===== src/rtl/pss_consts.svh =====
// Constants for the preset speed selector: register map, field layout, codes.
// Assumes a 16-bit plain register port with an 8-bit word address.
`ifndef PSS_CONSTS_SVH
`define PSS_CONSTS_SVH

`define PSS_NUM_STEPS 16
`define PSS_NUM_INPUTS 6
`define PSS_ADDR_W 8
`define PSS_DATA_W 16

// Word addresses
`define PSS_ADDR_STEP_LAST 8'h1F
`define PSS_ADDR_RAMP_LOW 8'h20
`define PSS_ADDR_RAMP_HIGH 8'h21
`define PSS_ADDR_ACTIVE_STEP 8'h22
`define PSS_ADDR_CONTROL 8'h23
`define PSS_ADDR_FUNC_FIRST 8'h24
`define PSS_ADDR_FUNC_LAST 8'h29

// Control register bits
`define PSS_CTRL_ENABLE_BIT 0
`define PSS_CTRL_MINUTES_BIT 1
`define PSS_CTRL_W 2

// Input function codes
`define PSS_FUNC_W 5
`define PSS_FUNC_SEL_BIT1 5'h10
`define PSS_FUNC_SEL_BIT2 5'h11
`define PSS_FUNC_SEL_BIT3 5'h12
`define PSS_FUNC_SEL_BIT4 5'h13
`define PSS_FUNC_PAUSE 5'h14

// Speed in tenths of a percent, signed
`define PSS_SPEED_MAX 16'sh03E8
`define PSS_SPEED_MIN (-16'sh03E8)

// Reset values
`define PSS_SPEED_RST 16'h0000
`define PSS_TIME_RST 16'h0000
`define PSS_RAMP_RST 16'h0000
`define PSS_STEP_RST 4'h0
`define PSS_CTRL_RST 2'h0
`define PSS_FUNC_RST 5'h00
`define PSS_ZERO16 16'h0000

`define PSS_STEPS_PER_RAMP_WORD 8
`define PSS_RAMP_FIELD_W 2

`endif


===== src/rtl/pss_pkg.sv =====
// Types shared by the preset speed selector.
// Assumes pss_consts.svh is included beside it.
`include "pss_consts.svh"

package pss_pkg;
    typedef logic [`PSS_DATA_W-1:0] pss_word_t;
    typedef logic [3:0] pss_step_t;
    typedef logic [`PSS_FUNC_W-1:0] pss_func_t;
    typedef logic [1:0] pss_ramp_t;
endpackage


===== src/rtl/pss_preset_speed_selector.sv =====
// Preset speed selector: sixteen stored speed steps picked by terminal inputs.
// Assumes terminals are asynchronous pins and software uses the plain register port.
//
// The address-and-strobe port and the register addresses were chosen for this implementation.
`timescale 1ns/1ps
`include "pss_consts.svh"

module pss_preset_speed_selector (
    input wire logic core_clk,
    input wire logic rst_n,
    input wire logic [`PSS_ADDR_W-1:0] reg_addr,
    input wire logic [`PSS_DATA_W-1:0] reg_wdata,
    input wire logic reg_wr,
    input wire logic reg_rd,
    output logic [`PSS_DATA_W-1:0] reg_rdata,
    input wire logic [`PSS_NUM_INPUTS-1:0] term_in,
    output logic [`PSS_DATA_W-1:0] speed_cmd,
    output logic [`PSS_DATA_W-1:0] step_time,
    output logic time_in_minutes,
    output logic [1:0] ramp_group,
    output logic [3:0] active_step,
    output logic preset_active,
    output logic preset_paused
);

    // True when an input that carries the given function code is high
    function automatic logic pss_has_func(
        input pss_pkg::pss_func_t codes [`PSS_NUM_INPUTS],
        input logic [`PSS_NUM_INPUTS-1:0] level,
        input pss_pkg::pss_func_t code
    );
        logic hit;
        hit = 1'b0;
        for (int i = 0; i < `PSS_NUM_INPUTS; i++) begin
            if (codes[i] == code && level[i]) begin
                hit = 1'b1;
            end
        end
        return hit;
    endfunction

    // Clamp a written speed into the legal tenth-percent range
    function automatic pss_pkg::pss_word_t pss_clamp_speed(input pss_pkg::pss_word_t raw);
        logic signed [`PSS_DATA_W-1:0] s;
        s = signed'(raw);
        if (s > `PSS_SPEED_MAX) begin
            return pss_pkg::pss_word_t'(`PSS_SPEED_MAX);
        end else if (s < `PSS_SPEED_MIN) begin
            return pss_pkg::pss_word_t'(`PSS_SPEED_MIN);
        end
        return raw;
    endfunction

    // Terminal synchronisers: three stages, accept a level once stages two and three agree
    logic [`PSS_NUM_INPUTS-1:0] sync1_ff;
    logic [`PSS_NUM_INPUTS-1:0] sync2_ff;
    logic [`PSS_NUM_INPUTS-1:0] sync3_ff;
    logic [`PSS_NUM_INPUTS-1:0] term_ff;
    logic [`PSS_NUM_INPUTS-1:0] nxt_term;

    genvar g;
    generate
        for (g = 0; g < `PSS_NUM_INPUTS; g++) begin : g_sync
            always_comb begin
                nxt_term[g] = term_ff[g];
                if (sync2_ff[g] == sync3_ff[g]) begin
                    nxt_term[g] = sync3_ff[g];
                end
            end
            always_ff @(posedge core_clk or negedge rst_n) begin
                if (!rst_n) begin
                    sync1_ff[g] <= 1'b0;
                    sync2_ff[g] <= 1'b0;
                    sync3_ff[g] <= 1'b0;
                    term_ff[g] <= 1'b0;
                end else begin
                    sync1_ff[g] <= term_in[g];
                    sync2_ff[g] <= sync1_ff[g];
                    sync3_ff[g] <= sync2_ff[g];
                    term_ff[g] <= nxt_term[g];
                end
            end
        end
    endgenerate

    // Parameter store
    pss_pkg::pss_word_t speed_ff [`PSS_NUM_STEPS];
    pss_pkg::pss_word_t time_ff [`PSS_NUM_STEPS];
    pss_pkg::pss_word_t nxt_speed [`PSS_NUM_STEPS];
    pss_pkg::pss_word_t nxt_time [`PSS_NUM_STEPS];
    pss_pkg::pss_word_t ramp_low_ff;
    pss_pkg::pss_word_t ramp_high_ff;
    pss_pkg::pss_word_t nxt_ramp_low;
    pss_pkg::pss_word_t nxt_ramp_high;
    logic [`PSS_CTRL_W-1:0] ctrl_ff;
    logic [`PSS_CTRL_W-1:0] nxt_ctrl;
    pss_pkg::pss_func_t func_ff [`PSS_NUM_INPUTS];
    pss_pkg::pss_func_t nxt_func [`PSS_NUM_INPUTS];
    pss_pkg::pss_word_t rdata_ff;
    pss_pkg::pss_word_t nxt_rdata;

    // Selection state
    pss_pkg::pss_step_t step_ff;
    pss_pkg::pss_step_t nxt_step;
    pss_pkg::pss_step_t sel_code;
    logic pause_req;
    logic enable;

    pss_pkg::pss_word_t speed_out_ff;
    pss_pkg::pss_word_t time_out_ff;
    pss_pkg::pss_ramp_t ramp_out_ff;
    logic minutes_out_ff;
    logic active_out_ff;
    logic paused_out_ff;
    pss_pkg::pss_word_t nxt_speed_out;
    pss_pkg::pss_word_t nxt_time_out;
    pss_pkg::pss_ramp_t nxt_ramp_out;
    logic nxt_minutes_out;
    logic nxt_active_out;
    logic nxt_paused_out;

    logic [2:0] ramp_slot;
    pss_pkg::pss_word_t ramp_word;
    logic [3:0] step_addr;
    logic [2:0] func_addr;

    assign step_addr = reg_addr[4:1];
    assign func_addr = 3'(reg_addr - `PSS_ADDR_FUNC_FIRST);

    // Address classes; one decoder serves the write and the read path alike
    typedef enum {
        PSS_RK_SPEED,
        PSS_RK_TIME,
        PSS_RK_RAMP_LOW,
        PSS_RK_RAMP_HIGH,
        PSS_RK_STATUS,
        PSS_RK_CONTROL,
        PSS_RK_FUNC,
        PSS_RK_NONE
    } pss_rkind_t;

    // Unmapped words fall to the none class, so they read zero and ignore writes
    function automatic pss_rkind_t pss_decode(input logic [`PSS_ADDR_W-1:0] addr);
        pss_rkind_t kind;
        kind = PSS_RK_NONE;
        if (addr <= `PSS_ADDR_STEP_LAST) begin
            kind = addr[0] ? PSS_RK_TIME : PSS_RK_SPEED;
        end else if (addr == `PSS_ADDR_RAMP_LOW) begin
            kind = PSS_RK_RAMP_LOW;
        end else if (addr == `PSS_ADDR_RAMP_HIGH) begin
            kind = PSS_RK_RAMP_HIGH;
        end else if (addr == `PSS_ADDR_ACTIVE_STEP) begin
            kind = PSS_RK_STATUS;
        end else if (addr == `PSS_ADDR_CONTROL) begin
            kind = PSS_RK_CONTROL;
        end else if (addr >= `PSS_ADDR_FUNC_FIRST && addr <= `PSS_ADDR_FUNC_LAST) begin
            kind = PSS_RK_FUNC;
        end
        return kind;
    endfunction

    pss_rkind_t addr_kind;

    assign addr_kind = pss_decode(reg_addr);

    // Register writes and reads
    always_comb begin
        for (int i = 0; i < `PSS_NUM_STEPS; i++) begin
            nxt_speed[i] = speed_ff[i];
            nxt_time[i] = time_ff[i];
        end
        for (int i = 0; i < `PSS_NUM_INPUTS; i++) begin
            nxt_func[i] = func_ff[i];
        end
        nxt_ramp_low = ramp_low_ff;
        nxt_ramp_high = ramp_high_ff;
        nxt_ctrl = ctrl_ff;
        nxt_rdata = `PSS_ZERO16;
        if (reg_wr) begin
            unique case (addr_kind)
                PSS_RK_SPEED: begin
                    nxt_speed[step_addr] = pss_clamp_speed(reg_wdata);
                end
                PSS_RK_TIME: begin
                    nxt_time[step_addr] = reg_wdata;
                end
                PSS_RK_RAMP_LOW: begin
                    nxt_ramp_low = reg_wdata;
                end
                PSS_RK_RAMP_HIGH: begin
                    nxt_ramp_high = reg_wdata;
                end
                PSS_RK_CONTROL: begin
                    nxt_ctrl = reg_wdata[`PSS_CTRL_W-1:0];
                end
                PSS_RK_FUNC: begin
                    nxt_func[func_addr] = reg_wdata[`PSS_FUNC_W-1:0];
                end
                PSS_RK_STATUS, PSS_RK_NONE: begin
                    // Status is read-only; a stray write must not move the step
                end
            endcase
        end
        if (reg_rd) begin
            unique case (addr_kind)
                PSS_RK_SPEED: begin
                    nxt_rdata = speed_ff[step_addr];
                end
                PSS_RK_TIME: begin
                    nxt_rdata = time_ff[step_addr];
                end
                PSS_RK_RAMP_LOW: begin
                    nxt_rdata = ramp_low_ff;
                end
                PSS_RK_RAMP_HIGH: begin
                    nxt_rdata = ramp_high_ff;
                end
                PSS_RK_STATUS: begin
                    nxt_rdata = {12'h000, step_ff};
                end
                PSS_RK_CONTROL: begin
                    nxt_rdata = {14'h0000, ctrl_ff};
                end
                PSS_RK_FUNC: begin
                    nxt_rdata = {11'h000, func_ff[func_addr]};
                end
                PSS_RK_NONE: begin
                    nxt_rdata = `PSS_ZERO16;
                end
            endcase
        end
    end

    always_ff @(posedge core_clk or negedge rst_n) begin
        if (!rst_n) begin
            for (int i = 0; i < `PSS_NUM_STEPS; i++) begin
                speed_ff[i] <= `PSS_SPEED_RST;
                time_ff[i] <= `PSS_TIME_RST;
            end
            for (int i = 0; i < `PSS_NUM_INPUTS; i++) begin
                func_ff[i] <= `PSS_FUNC_RST;
            end
            ramp_low_ff <= `PSS_RAMP_RST;
            ramp_high_ff <= `PSS_RAMP_RST;
            ctrl_ff <= `PSS_CTRL_RST;
            rdata_ff <= `PSS_ZERO16;
        end else begin
            for (int i = 0; i < `PSS_NUM_STEPS; i++) begin
                speed_ff[i] <= nxt_speed[i];
                time_ff[i] <= nxt_time[i];
            end
            for (int i = 0; i < `PSS_NUM_INPUTS; i++) begin
                func_ff[i] <= nxt_func[i];
            end
            ramp_low_ff <= nxt_ramp_low;
            ramp_high_ff <= nxt_ramp_high;
            ctrl_ff <= nxt_ctrl;
            rdata_ff <= nxt_rdata;
        end
    end

    // Selection bit b answers to the first selection code plus b, so its weight is 2**b;
    // a code that no input carries leaves its bit at zero
    genvar gb;
    generate
        for (gb = 0; gb < $bits(pss_pkg::pss_step_t); gb++) begin : g_sel
            assign sel_code[gb] = pss_has_func(func_ff, term_ff,
                pss_pkg::pss_func_t'(`PSS_FUNC_SEL_BIT1 + gb));
        end
    endgenerate

    // Step selection; several inputs on one code are ORed
    always_comb begin
        enable = ctrl_ff[`PSS_CTRL_ENABLE_BIT];
        pause_req = pss_has_func(func_ff, term_ff, `PSS_FUNC_PAUSE);
        nxt_step = step_ff;
        // Pause freezes the held step; on resume the step follows the current selection code
        if (enable && !pause_req) begin
            nxt_step = sel_code;
        end
    end

    // Ramp field, speed and time of the step in use, plus the unit, active and paused flags
    always_comb begin
        ramp_slot = step_ff[2:0];
        ramp_word = step_ff[3] ? ramp_high_ff : ramp_low_ff;
        nxt_ramp_out = ramp_word[ramp_slot*`PSS_RAMP_FIELD_W +: `PSS_RAMP_FIELD_W];
        nxt_speed_out = enable ? speed_ff[step_ff] : `PSS_ZERO16;
        nxt_time_out = time_ff[step_ff];
        nxt_minutes_out = ctrl_ff[`PSS_CTRL_MINUTES_BIT];
        nxt_active_out = enable;
        nxt_paused_out = enable && pause_req;
    end

    always_ff @(posedge core_clk or negedge rst_n) begin
        if (!rst_n) begin
            step_ff <= `PSS_STEP_RST;
            speed_out_ff <= `PSS_ZERO16;
            time_out_ff <= `PSS_ZERO16;
            ramp_out_ff <= 2'h0;
            minutes_out_ff <= 1'b0;
            active_out_ff <= 1'b0;
            paused_out_ff <= 1'b0;
        end else begin
            step_ff <= nxt_step;
            speed_out_ff <= nxt_speed_out;
            time_out_ff <= nxt_time_out;
            ramp_out_ff <= nxt_ramp_out;
            minutes_out_ff <= nxt_minutes_out;
            active_out_ff <= nxt_active_out;
            paused_out_ff <= nxt_paused_out;
        end
    end

    assign reg_rdata = rdata_ff;
    assign speed_cmd = speed_out_ff;
    assign step_time = time_out_ff;
    assign time_in_minutes = minutes_out_ff;
    assign ramp_group = ramp_out_ff;
    assign active_step = step_ff;
    assign preset_active = active_out_ff;
    assign preset_paused = paused_out_ff;

endmodule


===== config.mk =====
export PLATFORM = sky130hd
export DESIGN_NAME = pss_preset_speed_selector
export DESIGN_NICKNAME = d
export VERILOG_FILES = /design/src/rtl/pss_pkg.sv /design/src/rtl/pss_preset_speed_selector.sv
export VERILOG_INCLUDE_DIRS = /design/src /design/src/rtl
export SDC_FILE = /design/constraint.sdc
export NUM_CORES = 1
export LEC_CHECK = 0
export BUFFER_PORTS_ARGS = -buffer_cell sky130_fd_sc_hd__buf_2
export CAP_MARGIN = 10
export CORE_AREA = 2 2 237 239
export CTS_BUF_LIST = sky130_fd_sc_hd__clkbuf_4 sky130_fd_sc_hd__clkbuf_8 sky130_fd_sc_hd__clkbuf_16
export CTS_CLUSTER_SIZE = 40
export DETAILED_ROUTE_END_ITERATION = 8
export DIE_AREA = 0 0 239 241
export PLACE_DENSITY = 0.77
export SKIP_LAST_GASP = 1
export SLEW_MARGIN = 20
export SYNTH_ARGS = -nofsm -noshare
export SYNTH_HDL_FRONTEND = slang
export SYNTH_SLANG_ARGS = --single-unit

===== constraint.sdc =====
create_clock -name core_clk -period 6.5 [get_ports core_clk]
set_input_delay 1.3 -clock core_clk [delete_from_list [all_inputs] [get_ports core_clk]]
set_output_delay 1.3 -clock core_clk [all_outputs]
set_load 0.005 [all_outputs]

Yosys cells after proc, flatten, opt, wreduce, memory -nomap -nowiden. Index checks and enable logic that the tools add are counted.

Bits in registers: 657. Bits of input ports: 34. Output and inout port bits: 57. Logic and storage cells: 250.

Add/sub/neg operators: 1. Magnitude comparators: 10. Eq/ne operators: 47. Shift-type cells: 1. Mux-type cells: 72. Bitwise gates (word level): 3. Reductions and logical operators: 43.

Operator list (number): $bwmux W256 (2); $mux W16 (17); $bmux W16 S4 (4); $eq A5 B5 Y1 const B (30); $pmux W16 S8 (1); $demux W16 S4 (1); $mux W1 (36); $logic_and A1 B1 Y1 (35); $eq A8 B6 Y1 const B (4); $logic_not A32 Y1 (1); $bwmux W30 (1); $gt A16 B11 Y1 const B (1); $lt A16 B11 Y1 const B (1); $shiftx A16 B5 Y2 (1); $bmux W5 S3 (1); $demux W5 S3 (1); $mux W5 (3); $eq A3 B3 Y1 const B (4); $reduce_and A2 Y1 (6); $ge A5 B5 Y1 const B (2); $not A4 Y5 (2); $mux W3 (3); $ge A8 B6 Y1 const B (1); $le A8 B5 Y1 const B (1); other kinds (11) (18).

Depth between registers and ports, before layout. Gate-level depths: netlist of the first run.

Word-level depth: 15. Gate-level depth with buffers: 9.

Worst setup path after synthesis of the first run. Ideal clock, no wire load.

Kind: in2reg. Start point: in reg_addr[0]. End point: reg ramp_high_ff[10]. Setup time: 0.125 ns. Arrival: 3.040 ns. Data required time: 6.375 ns. Setup slack: 3.335 ns. Cell stages on the path: 7. Cell sequence: clkbuf_1 > or3b_2 > nor4_4 > buf_6 > nand2_4 > buf_6 > mux2_4.

Word-level cells in the longest chain between the ends: 10.

Ends and longest elaborated chain: from (decl) (RTL line pss_preset_speed_selector.sv:11) `` input wire logic [`PSS_ADDR_W-1:0] reg_addr, ``; $ge A8 B6 Y1 (no line) or $le A8 B6 Y1 (tied branches); $logic_and A1 B1 Y1 (no line); $mux W1 (RTL line pss_preset_speed_selector.sv:156) `` end else if (addr >= `PSS_ADDR_FUNC_FIRST && addr <= `PSS_ADDR_FUNC_LAST) begin ``; $mux W2 (RTL line pss_preset_speed_selector.sv:154) `` end else if (addr == `PSS_ADDR_CONTROL) begin ``; $mux W2 (RTL line pss_preset_speed_selector.sv:152) `` end else if (addr == `PSS_ADDR_ACTIVE_STEP) begin ``; $mux W3 (RTL line pss_preset_speed_selector.sv:150) `` end else if (addr == `PSS_ADDR_RAMP_HIGH) begin ``; $mux W3 (RTL line pss_preset_speed_selector.sv:148) `` end else if (addr == `PSS_ADDR_RAMP_LOW) begin ``; $mux W3 * (RTL line pss_preset_speed_selector.sv:146) `` if (addr <= `PSS_ADDR_STEP_LAST) begin ``; $eq A3 B2 Y1 * (RTL line pss_preset_speed_selector.sv:180) `unique case (addr_kind)`; $reduce_and A2 Y1 (no line) *; to (signal assigned) (RTL line pss_preset_speed_selector.sv:244) `` ramp_high_ff <= `PSS_RAMP_RST; ``; to (signal assigned) (RTL line pss_preset_speed_selector.sv:256) `ramp_high_ff <= nxt_ramp_high;`; to (decl) (RTL line pss_preset_speed_selector.sv:92) `pss_pkg::pss_word_t ramp_high_ff;`.

Mark *: on every way between the ends. The rest lies on a longest branch, timed or not. A chain may end at the register's enable or synchronous reset.

Worst setup path in the final report of the first run.
Start point: in reg_addr[4]. End point: reg rdata_ff[8], in the netlist reg_rdata[8].

Word-level cells in the longest chain between the ends: 11.

Ends and longest elaborated chain: $ge A8 B6 Y1 (no line) or $le A8 B6 Y1 (tied branches); $logic_and A1 B1 Y1 (no line); $mux W1 (RTL line pss_preset_speed_selector.sv:156); $mux W2 (RTL line pss_preset_speed_selector.sv:154); $mux W2 (RTL line pss_preset_speed_selector.sv:152); $mux W3 (RTL line pss_preset_speed_selector.sv:150); $mux W3 (RTL line pss_preset_speed_selector.sv:148); $mux W3 (RTL line pss_preset_speed_selector.sv:146); $logic_not A32 Y1, or another cell as far along (RTL line pss_preset_speed_selector.sv:205) `unique case (addr_kind)`; $pmux W16 S8 * (RTL line pss_preset_speed_selector.sv:205); $mux W16 * (RTL line pss_preset_speed_selector.sv:204) `if (reg_rd) begin`; net nxt_rdata[8] (RTL line pss_preset_speed_selector.sv:100) `pss_pkg::pss_word_t nxt_rdata;`; to (signal assigned) (RTL line pss_preset_speed_selector.sv:246) `` rdata_ff <= `PSS_ZERO16; ``; to (signal assigned) (RTL line pss_preset_speed_selector.sv:258) `rdata_ff <= nxt_rdata;`; to (decl) (RTL line pss_preset_speed_selector.sv:99) `pss_pkg::pss_word_t rdata_ff;`.

The timed path passes the listed nets; every way through them passes the cells marked *. The select of a mux whose other input is x is not followed.

==> metrics.txt, run 1 <==
# TYPE chip_impl_metric gauge
chip_impl_metric{name="ir_worst_vdd",unit="uV"} 217.8
chip_impl_metric{name="final_util",unit="%"} 65.49
chip_impl_metric{name="areaGrowthSynthToFinish",unit="%"} 9.932
chip_impl_metric{name="via_cell_ratio",unit=""} 7.011
chip_impl_metric{name="fin_worst_skew",unit="ps"} 24.55
chip_impl_metric{name="finalHoldWorstSlack",unit="ps"} 351.9
chip_impl_metric{name="sequential_cell_area",unit="um^2"} 16450
chip_impl_metric{name="num_io_pins",unit=""} 91
chip_impl_metric{name="synth_async_sr_flop_share",unit="%"} 100.0
chip_impl_metric{name="slew_viol_final",unit=""} 0
chip_impl_info{name="setup.worst_path.class",value="in -> reg"} 1
chip_impl_metric{name="totalWireLength",unit="um"} 86490
chip_impl_metric{name="cp_max_fo",unit=""} 17
chip_impl_metric{name="worst-endpoint-arrival",unit="ps"} 4200
chip_impl_metric{name="route.detailed.wl_per_inst",unit="um"} 28.36
chip_impl_metric{name="cts_htree_levels",unit=""} 3
chip_impl_metric{name="antenna_found_initial",unit=""} 5
chip_impl_metric{name="worst_pin_slew",unit="ps"} 1133
chip_impl_info{name="grt_setup_unrepaired",value="no"} 1
chip_impl_metric{name="clkLatencyLatePin",unit="ps"} 620
chip_impl_metric{name="post_cts_resized",unit=""} 0
chip_impl_info{name="tritoncts",value="yes"} 1
chip_impl_metric{name="fmaxAchievable",unit="MHz"} 265.8
chip_impl_metric{name="synthDominantCellAreaShare",unit="%"} 50.29
chip_impl_metric{name="routabilityCongestion",unit=""} 0.8855
chip_impl_metric{name="numCtsBuffers",unit=""} 70
chip_impl_metric{name="grt_first_pass_wirelength",unit="um"} 134900
chip_impl_metric{name="drcViolationCount",unit=""} 0
chip_impl_metric{name="postSynthRegisterBits",unit=""} 657
chip_impl_info{name="master_of_the_slowest_instance_on_the_critical_path",value="nor4_4"} 1
chip_impl_metric{name="hold_violations",unit=""} 0
chip_impl_metric{name="post_layout_nonfiller_instances",unit=""} 3050
chip_impl_info{name="crit_chain",value="buf_2 -> or4b_1 -> nor4_4 -> a221o_1 -> a221oi_1 -> a221oi_1"} 1
chip_impl_metric{name="timing.hold.worst_path_depth",unit=""} 0
chip_impl_metric{name="layout_worst_path_cycle_share",unit="%"} 57.88
chip_impl_metric{name="setup_tns",unit="ps"} 0
chip_impl_info{name="synth.largest_area_cell",value="dfrtp_1"} 1
chip_impl_metric{name="crit_path_max_incr_delay",unit="ps"} 970
chip_impl_info{name="critPathLaunchType",value="primary input"} 1
chip_impl_metric{name="power_per_cell_area",unit="nW/um^2"} 264.8
chip_impl_info{name="yosys.cell_count.top_type",value="dfrtp_1"} 1
chip_impl_metric{name="core.rowCount",unit=""} 86
chip_impl_metric{name="post-cts-setup-buffers",unit=""} 0
chip_impl_metric{name="timing.max_slew.rel_slack",unit="%"} 24.42
chip_impl_metric{name="drt.antenna.violating_nets",unit=""} 0
chip_impl_metric{name="firstDrtPassIters",unit=""} 5
chip_impl_metric{name="groute.layer.met1.usage",unit="%"} 43.15
chip_impl_metric{name="portBuffers",unit=""} 90
chip_impl_metric{name="fillCellCount",unit=""} 3868
chip_impl_metric{name="p_leak",unit="nW"} 16.76
chip_impl_info{name="worst_hold_path_type",value="reg -> reg"} 1
chip_impl_info{name="critPathCaptureType",value="register"} 1
chip_impl_metric{name="effective_utilization_at_floorplan",unit="%"} 59.57
chip_impl_metric{name="synth_enable_flop_cells",unit=""} 0
chip_impl_metric{name="fin_ws",unit="ps"} 2738
chip_impl_metric{name="clk_pin_slew_worst_paths",unit="ps"} 60
chip_impl_metric{name="num_vias",unit=""} 21384
chip_impl_metric{name="clk_path_buf_depth",unit=""} 3
chip_impl_metric{name="postSynthAreaPerCell",unit="um^2"} 14.19
chip_impl_metric{name="finalCriticalPeriod",unit="ps"} 3762
chip_impl_metric{name="synthDistinctLibCells",unit=""} 70
chip_impl_info{name="clockRootBuffer",value="clkbuf_16"} 1
chip_impl_metric{name="globalRoute.totalOverflow",unit=""} 0
chip_impl_info{name="synth_area_leaders",value="dfrtp_1 (50%), mux4_2 (20%), mux2_2 (11%)"} 1
chip_impl_metric{name="grt_use_total",unit="%"} 31.43
chip_impl_metric{name="grt_max_degree",unit=""} 166
chip_impl_metric{name="max_cap_viol_count",unit=""} 0
chip_impl_metric{name="die_h",unit="um"} 241
chip_impl_metric{name="cts.sink_count",unit=""} 657
chip_impl_info{name="synth.top_cells.by_count",value="dfrtp_1 (657), mux2_2 (325), mux4_2 (296)"} 1
chip_impl_metric{name="multiInputGateArea",unit="um^2"} 15350
chip_impl_metric{name="worst_ep_required_time",unit="ps"} 6940
chip_impl_metric{name="cell_count_after_placement",unit=""} 2927
chip_impl_metric{name="yosysWarningCount",unit=""} 0
chip_impl_info{name="most_crowded_layer_after_global_routing",value="met2"} 1
chip_impl_metric{name="design.die.area",unit="um^2"} 57600
chip_impl_metric{name="placeableCoreArea",unit="um^2"} 54880
chip_impl_metric{name="reg2regPathDepth",unit=""} 4
chip_impl_metric{name="globalRouteMet3Util",unit="%"} 7.995
chip_impl_metric{name="place_ws",unit="ps"} 2229
chip_impl_metric{name="synth.yosys.seq_area_share",unit="%"} 50.29
chip_impl_metric{name="finalNetCount",unit=""} 2330
chip_impl_metric{name="syn-cell-area",unit="um^2"} 32690
chip_impl_metric{name="cts-hold-fix-buffers",unit=""} 0
chip_impl_metric{name="die_x",unit="um"} 239
chip_impl_info{name="cpMostUsedCell",value="a221oi_1"} 1
chip_impl_metric{name="initialDrtViolationCount",unit=""} 2060
chip_impl_metric{name="postSynthNetCount",unit=""} 2338
chip_impl_metric{name="synthCells",unit=""} 2304
chip_impl_metric{name="use_met2",unit="%"} 47.95
chip_impl_metric{name="grt_pass1_vias",unit=""} 22103
chip_impl_info{name="run_status",value="finished, final reports clean"} 1
chip_impl_info{name="synthFlopType",value="dfrtp_1"} 1
chip_impl_metric{name="detailed_place_hpwl",unit="um"} 54320
chip_impl_metric{name="report.final.setup_viol",unit=""} 0
chip_impl_metric{name="share_of_post_route_cells_with_drive_strength_above_1",unit="%"} 39.76
==> power by group <==
part	switching, mW	internal [mW]	leakage, nW	total, mW
Sequential	0.168	4.29	8.99	4.46
Clock	1.66	2.49	1.19	4.15
Combinational	0.477	0.428	6.57	0.904
Total	2.31	7.21	16.8	9.52
==> placed cells by master (no fill, tap or decap), types with 5 or more instances in the layout <==
cell type / instances
or3_1: 5
clkinv_2: 6
o21ai_0: 127
mux2_4: 12
nor2_1: 36
mux2i_1: 27
a31oi_1: 6
o221ai_1: 14
a221oi_2: 10
a21o_1: 107
clkbuf_16: 71
nor3_1: 8
o21ai_1: 32
clkbuf_8: 16
inv_1: 5
dfrtp_1: 653
and2_1: 20
nand3b_1: 10
buf_4: 34
maj3_1: 6
mux4_2: 296
a221o_1: 10
clkbuf_4: 14
nor2b_1: 9
a221oi_1: 13
a21oi_1: 11
buf_2: 87
nand4_1: 16
and3_1: 7
nand3_1: 26
nand2_1: 210
a22oi_1: 5
mux2_2: 325
bufinv_16: 6
nand2b_1: 6
==> cells by family (layout without fill, tap and decap cells) <==
family / Yosys count / in the layout / share of synthesized area, %
muxes: 661 / 661 / 33.00
DFF: 657 / 657 / 50.29
and+or+nand+nor: 395 / 395 / 6.032
AOI/OAI and AO/OA: 368 / 368 / 7.601
buffers and inverters: 217 / 257 / 2.893
adders and majority gates: 6 / 6 / 0.1837
other: 0 / 2 / 0
==> stage by stage <==
| step | cell area (um^2) | total power, mW |
|---|---|---|
| final | 35940 | 9.516 |
| after global routing | 35940 | 9.831 |
| after CTS | 35900 | 9.565 |
| after detailed placement | 33510 | 5.435 |
| after global placement | 33490 | 5.391 |
| after floorplan | 32690 | 5.096 |
==> worst max-delay path, delay by kind of cell <==
family	cells	cell delay, ps
AOI/OAI and AO/OA	3	970
and+or+nand+nor	2	1740
buffers and inverters	1	170
==> registers in the layout (all words and copies together), names as in the netlist, 6 cells and up <==
signal / cells
step_time: 16
ramp_high_ff: 16
speed_cmd: 16
term_ff: 6
sync3_ff: 6
func_ff: 30
ramp_low_ff: 16
sync2_ff: 6
speed_ff: 256
reg_rdata: 16
sync1_ff: 6
time_ff: 256
==> per-layer routing <==
metal	wire, um	share of wire [%]	vias to the layer above
met4	3858	4.5	8
met3	8005	9.3	225
met5	45	0.052	-
li1	-	-	8757
met2	41310	48	1112
met1	33280	38	11282
==> cell type report <==
type                            count  area share [%]
Sequential cell                   657           45.78
Antenna cell                        2         0.01393
Timing Repair Buffer              130           2.333
Clock buffer                      101           5.849
Tap cell                          704           2.451
Multi-Input combinational cell   1430           42.70
Clock inverter                     19          0.7938
Inverter                            7         0.08008
==> final timing paths <==
kind / start / to / slack (ps)
setup / recovery: reg_addr[4] / reg_rdata[8] / 2740
hold / removal: sync1_ff[3] / sync2_ff[3] / 350
setup reg to reg: active_step[0] / speed_cmd[15] / 3560
hold reg to reg: sync1_ff[3] / sync2_ff[3] / 350
max in group asynchronous: rst_n / speed_ff[66] / 4280
min in group asynchronous: rst_n / step_time[10] / 700
(Power assumes the default switching activity.)
==> run 2: changes to the inputs <==
Clock period 6.5 ns to 3.9 ns, I/O delays scaled along.
==> metrics.txt, run 2 (synthesis results as in run 1) <==
# TYPE chip_impl_metric gauge
chip_impl_info{name="run_status",value="finished, final reports clean"} 1
chip_impl_info{name="critPathCaptureType",value="primary output"} 1
chip_impl_metric{name="grt_first_pass_wirelength",unit="um"} 138100
chip_impl_metric{name="cts-hold-fix-buffers",unit=""} 0
chip_impl_metric{name="p_leak",unit="nW"} 17.04
chip_impl_info{name="worst_setup_path_startpoint",value="active_step[0]"} 1
chip_impl_info{name="worst_hold_path_type",value="in -> async"} 1
chip_impl_metric{name="via_cell_ratio",unit=""} 7.015
chip_impl_metric{name="timing.max_slew.rel_slack",unit="%"} 26.10
chip_impl_metric{name="detailed_place_hpwl",unit="um"} 56890
chip_impl_metric{name="post_cts_resized",unit=""} 0
chip_impl_metric{name="share_of_post_route_cells_with_drive_strength_above_1",unit="%"} 40.93
chip_impl_metric{name="use_met2",unit="%"} 49.53
chip_impl_metric{name="design.die.area",unit="um^2"} 57600
chip_impl_metric{name="finalNetCount",unit=""} 2370
chip_impl_info{name="r2r_start",value="active_step[0]"} 1
chip_impl_info{name="grt_setup_unrepaired",value="no"} 1
chip_impl_metric{name="post_layout_nonfiller_instances",unit=""} 3098
chip_impl_metric{name="total_power",unit="mW"} 16.17
chip_impl_metric{name="drcViolationCount",unit=""} 0
chip_impl_metric{name="grt_max_degree",unit=""} 140
chip_impl_info{name="layout_top_registers",value="speed_ff x256, time_ff x256, func_ff x30"} 1
chip_impl_metric{name="ir_worst_vdd",unit="uV"} 418.1
chip_impl_metric{name="effective_utilization_at_floorplan",unit="%"} 59.57
chip_impl_metric{name="areaGrowthSynthToFinish",unit="%"} 11.58
chip_impl_metric{name="setup_tns",unit="ps"} 0
chip_impl_metric{name="max_cap_viol_count",unit=""} 0
chip_impl_info{name="tritoncts",value="yes"} 1
chip_impl_metric{name="num_io_pins",unit=""} 91
chip_impl_metric{name="cts.sink_count",unit=""} 657
chip_impl_metric{name="clkLatencyLatePin",unit="ps"} 610
chip_impl_metric{name="slew_viol_final",unit=""} 0
chip_impl_info{name="master_of_the_slowest_instance_on_the_critical_path",value="dfrtp_4"} 1
chip_impl_metric{name="core.rowCount",unit=""} 86
chip_impl_metric{name="power_per_cell_area",unit="nW/um^2"} 443.3
chip_impl_metric{name="clk_pin_slew_worst_paths",unit="ps"} 60
chip_impl_metric{name="power_report.internal_total",unit="mW"} 12.30
chip_impl_metric{name="globalRoute.totalOverflow",unit=""} 0
chip_impl_metric{name="routabilityCongestion",unit=""} 0.9096
chip_impl_metric{name="portBuffers",unit=""} 90
chip_impl_metric{name="fmaxAchievable",unit="MHz"} 356.2
chip_impl_metric{name="clockPowerShare",unit="%"} 44.4
chip_impl_metric{name="worst-endpoint-arrival",unit="ps"} 2030
chip_impl_info{name="setup.worst_path.class",value="reg -> out"} 1
chip_impl_metric{name="grt_use_total",unit="%"} 32.31
chip_impl_info{name="final_common_cell",value="dfrtp_1"} 1
chip_impl_metric{name="cts_htree_levels",unit=""} 3
chip_impl_info{name="layout_common_cells",value="dfrtp_1 (653), mux2_2 (325), mux4_2 (296), nand2_1 (210), o21ai_0 (127)"} 1
chip_impl_metric{name="route.detailed.wl_per_inst",unit="um"} 29.03
chip_impl_metric{name="seq_power_share",unit="%"} 46.0
chip_impl_metric{name="num_vias",unit=""} 21731
chip_impl_metric{name="number_of_buffers_and_inverters_on_the_critical_path",unit=""} 2
chip_impl_metric{name="antenna_found_initial",unit=""} 8
chip_impl_metric{name="report.final.setup_viol",unit=""} 0
chip_impl_metric{name="globalRouteMet3Util",unit="%"} 7.469
chip_impl_metric{name="switchingPower",unit="mW"} 3.868
chip_impl_metric{name="hold_violations",unit=""} 0
chip_impl_metric{name="layout_worst_path_cycle_share",unit="%"} 71.99
chip_impl_metric{name="crit_path_max_incr_delay",unit="ps"} 820
chip_impl_metric{name="firstDrtPassIters",unit=""} 5
chip_impl_metric{name="worst_ep_required_time",unit="ps"} 3120
chip_impl_metric{name="totalWireLength",unit="um"} 89930
chip_impl_metric{name="worst_pin_slew",unit="ps"} 1107
chip_impl_metric{name="placeableCoreArea",unit="um^2"} 54880
chip_impl_metric{name="groute.layer.met1.usage",unit="%"} 45.19
chip_impl_info{name="crit_chain",value="buf_4 -> buf_2"} 1
chip_impl_metric{name="drt.antenna.violating_nets",unit=""} 0
chip_impl_metric{name="numCtsBuffers",unit=""} 70
chip_impl_metric{name="grt_pass1_vias",unit=""} 22232
chip_impl_metric{name="die_h",unit="um"} 241
chip_impl_metric{name="cell_count_after_placement",unit=""} 2968
chip_impl_metric{name="netSwitchingFraction",unit="%"} 23.92
chip_impl_info{name="critPathLaunchType",value="register"} 1
chip_impl_metric{name="die_x",unit="um"} 239
chip_impl_metric{name="finalHoldWorstSlack",unit="ps"} 71.32
chip_impl_metric{name="fin_worst_skew",unit="ps"} 24.17
chip_impl_metric{name="finalCriticalPeriod",unit="ps"} 2808
chip_impl_metric{name="clk_path_buf_depth",unit=""} 3
chip_impl_metric{name="initialDrtViolationCount",unit=""} 2424
chip_impl_metric{name="cp_max_fo",unit=""} 25
chip_impl_metric{name="p_comb_share",unit="%"} 9.6
chip_impl_metric{name="post-cts-setup-buffers",unit=""} 0
chip_impl_info{name="path_delay_family",value="flip-flops"} 1
chip_impl_info{name="most_crowded_layer_after_global_routing",value="met2"} 1
chip_impl_info{name="clockRootBuffer",value="clkbuf_16"} 1
## run 2: metal layers
| metal | up-vias | share of wire (%) |
|---|---|---|
| met5 | - | 0.071 |
| met4 | 14 | 4.4 |
| met2 | 1158 | 47 |
| met3 | 246 | 9.1 |
| li1 | 8861 | - |
| met1 | 11452 | 39 |
## run 2: cell type report
type                            instances  area, um^2
Tap cell                              704       880.8
Multi-Input combinational cell       1430       15320
Inverter                                7       26.28
Antenna cell                            2       5.005
Clock inverter                         26       359.1
Fill cell                            3701       18400
Clock buffer                          102        2168
Timing Repair Buffer                  170        1265
Sequential cell                       657       16450
## run 2: stage by stage
stage	util [%]	worst slack (ps)	cell area, um^2
global placement	61.84	702.4	33940
detailed placement	61.84	577.6	33940
finish	66.47	1092	36480
global route	66.46	965.0	36470
floorplan	-	1255	32690
CTS	66.45	1028	36470
## run 2: path summary, 6_finish.rpt
path                             endpoint  slack (ps)  depth (start not counted)
min in group core_clk         sync1_ff[3]         290                          1
min reg2reg                   sync2_ff[1]         340                          0
max reg2reg                  speed_cmd[4]        1290                          4
min                         step_time[10]          70                          1
max                        active_step[0]        1090                          2
max in group asynchronous  active_step[0]        2560                          2
## run 2: power by group through the flow
stage / combinational (mW) / sequential, mW / clock, mW
6_report: 1.54 / 7.45 / 7.18
5_1_grt: 1.66 / 7.48 / 7.56
4_1_cts: 1.56 / 7.43 / 7.27
3_5_place_dp: 1.55 / 7.55 / 0
3_3_place_gp: 1.50 / 7.52 / 0
2_1_floorplan: 1.07 / 7.43 / 0
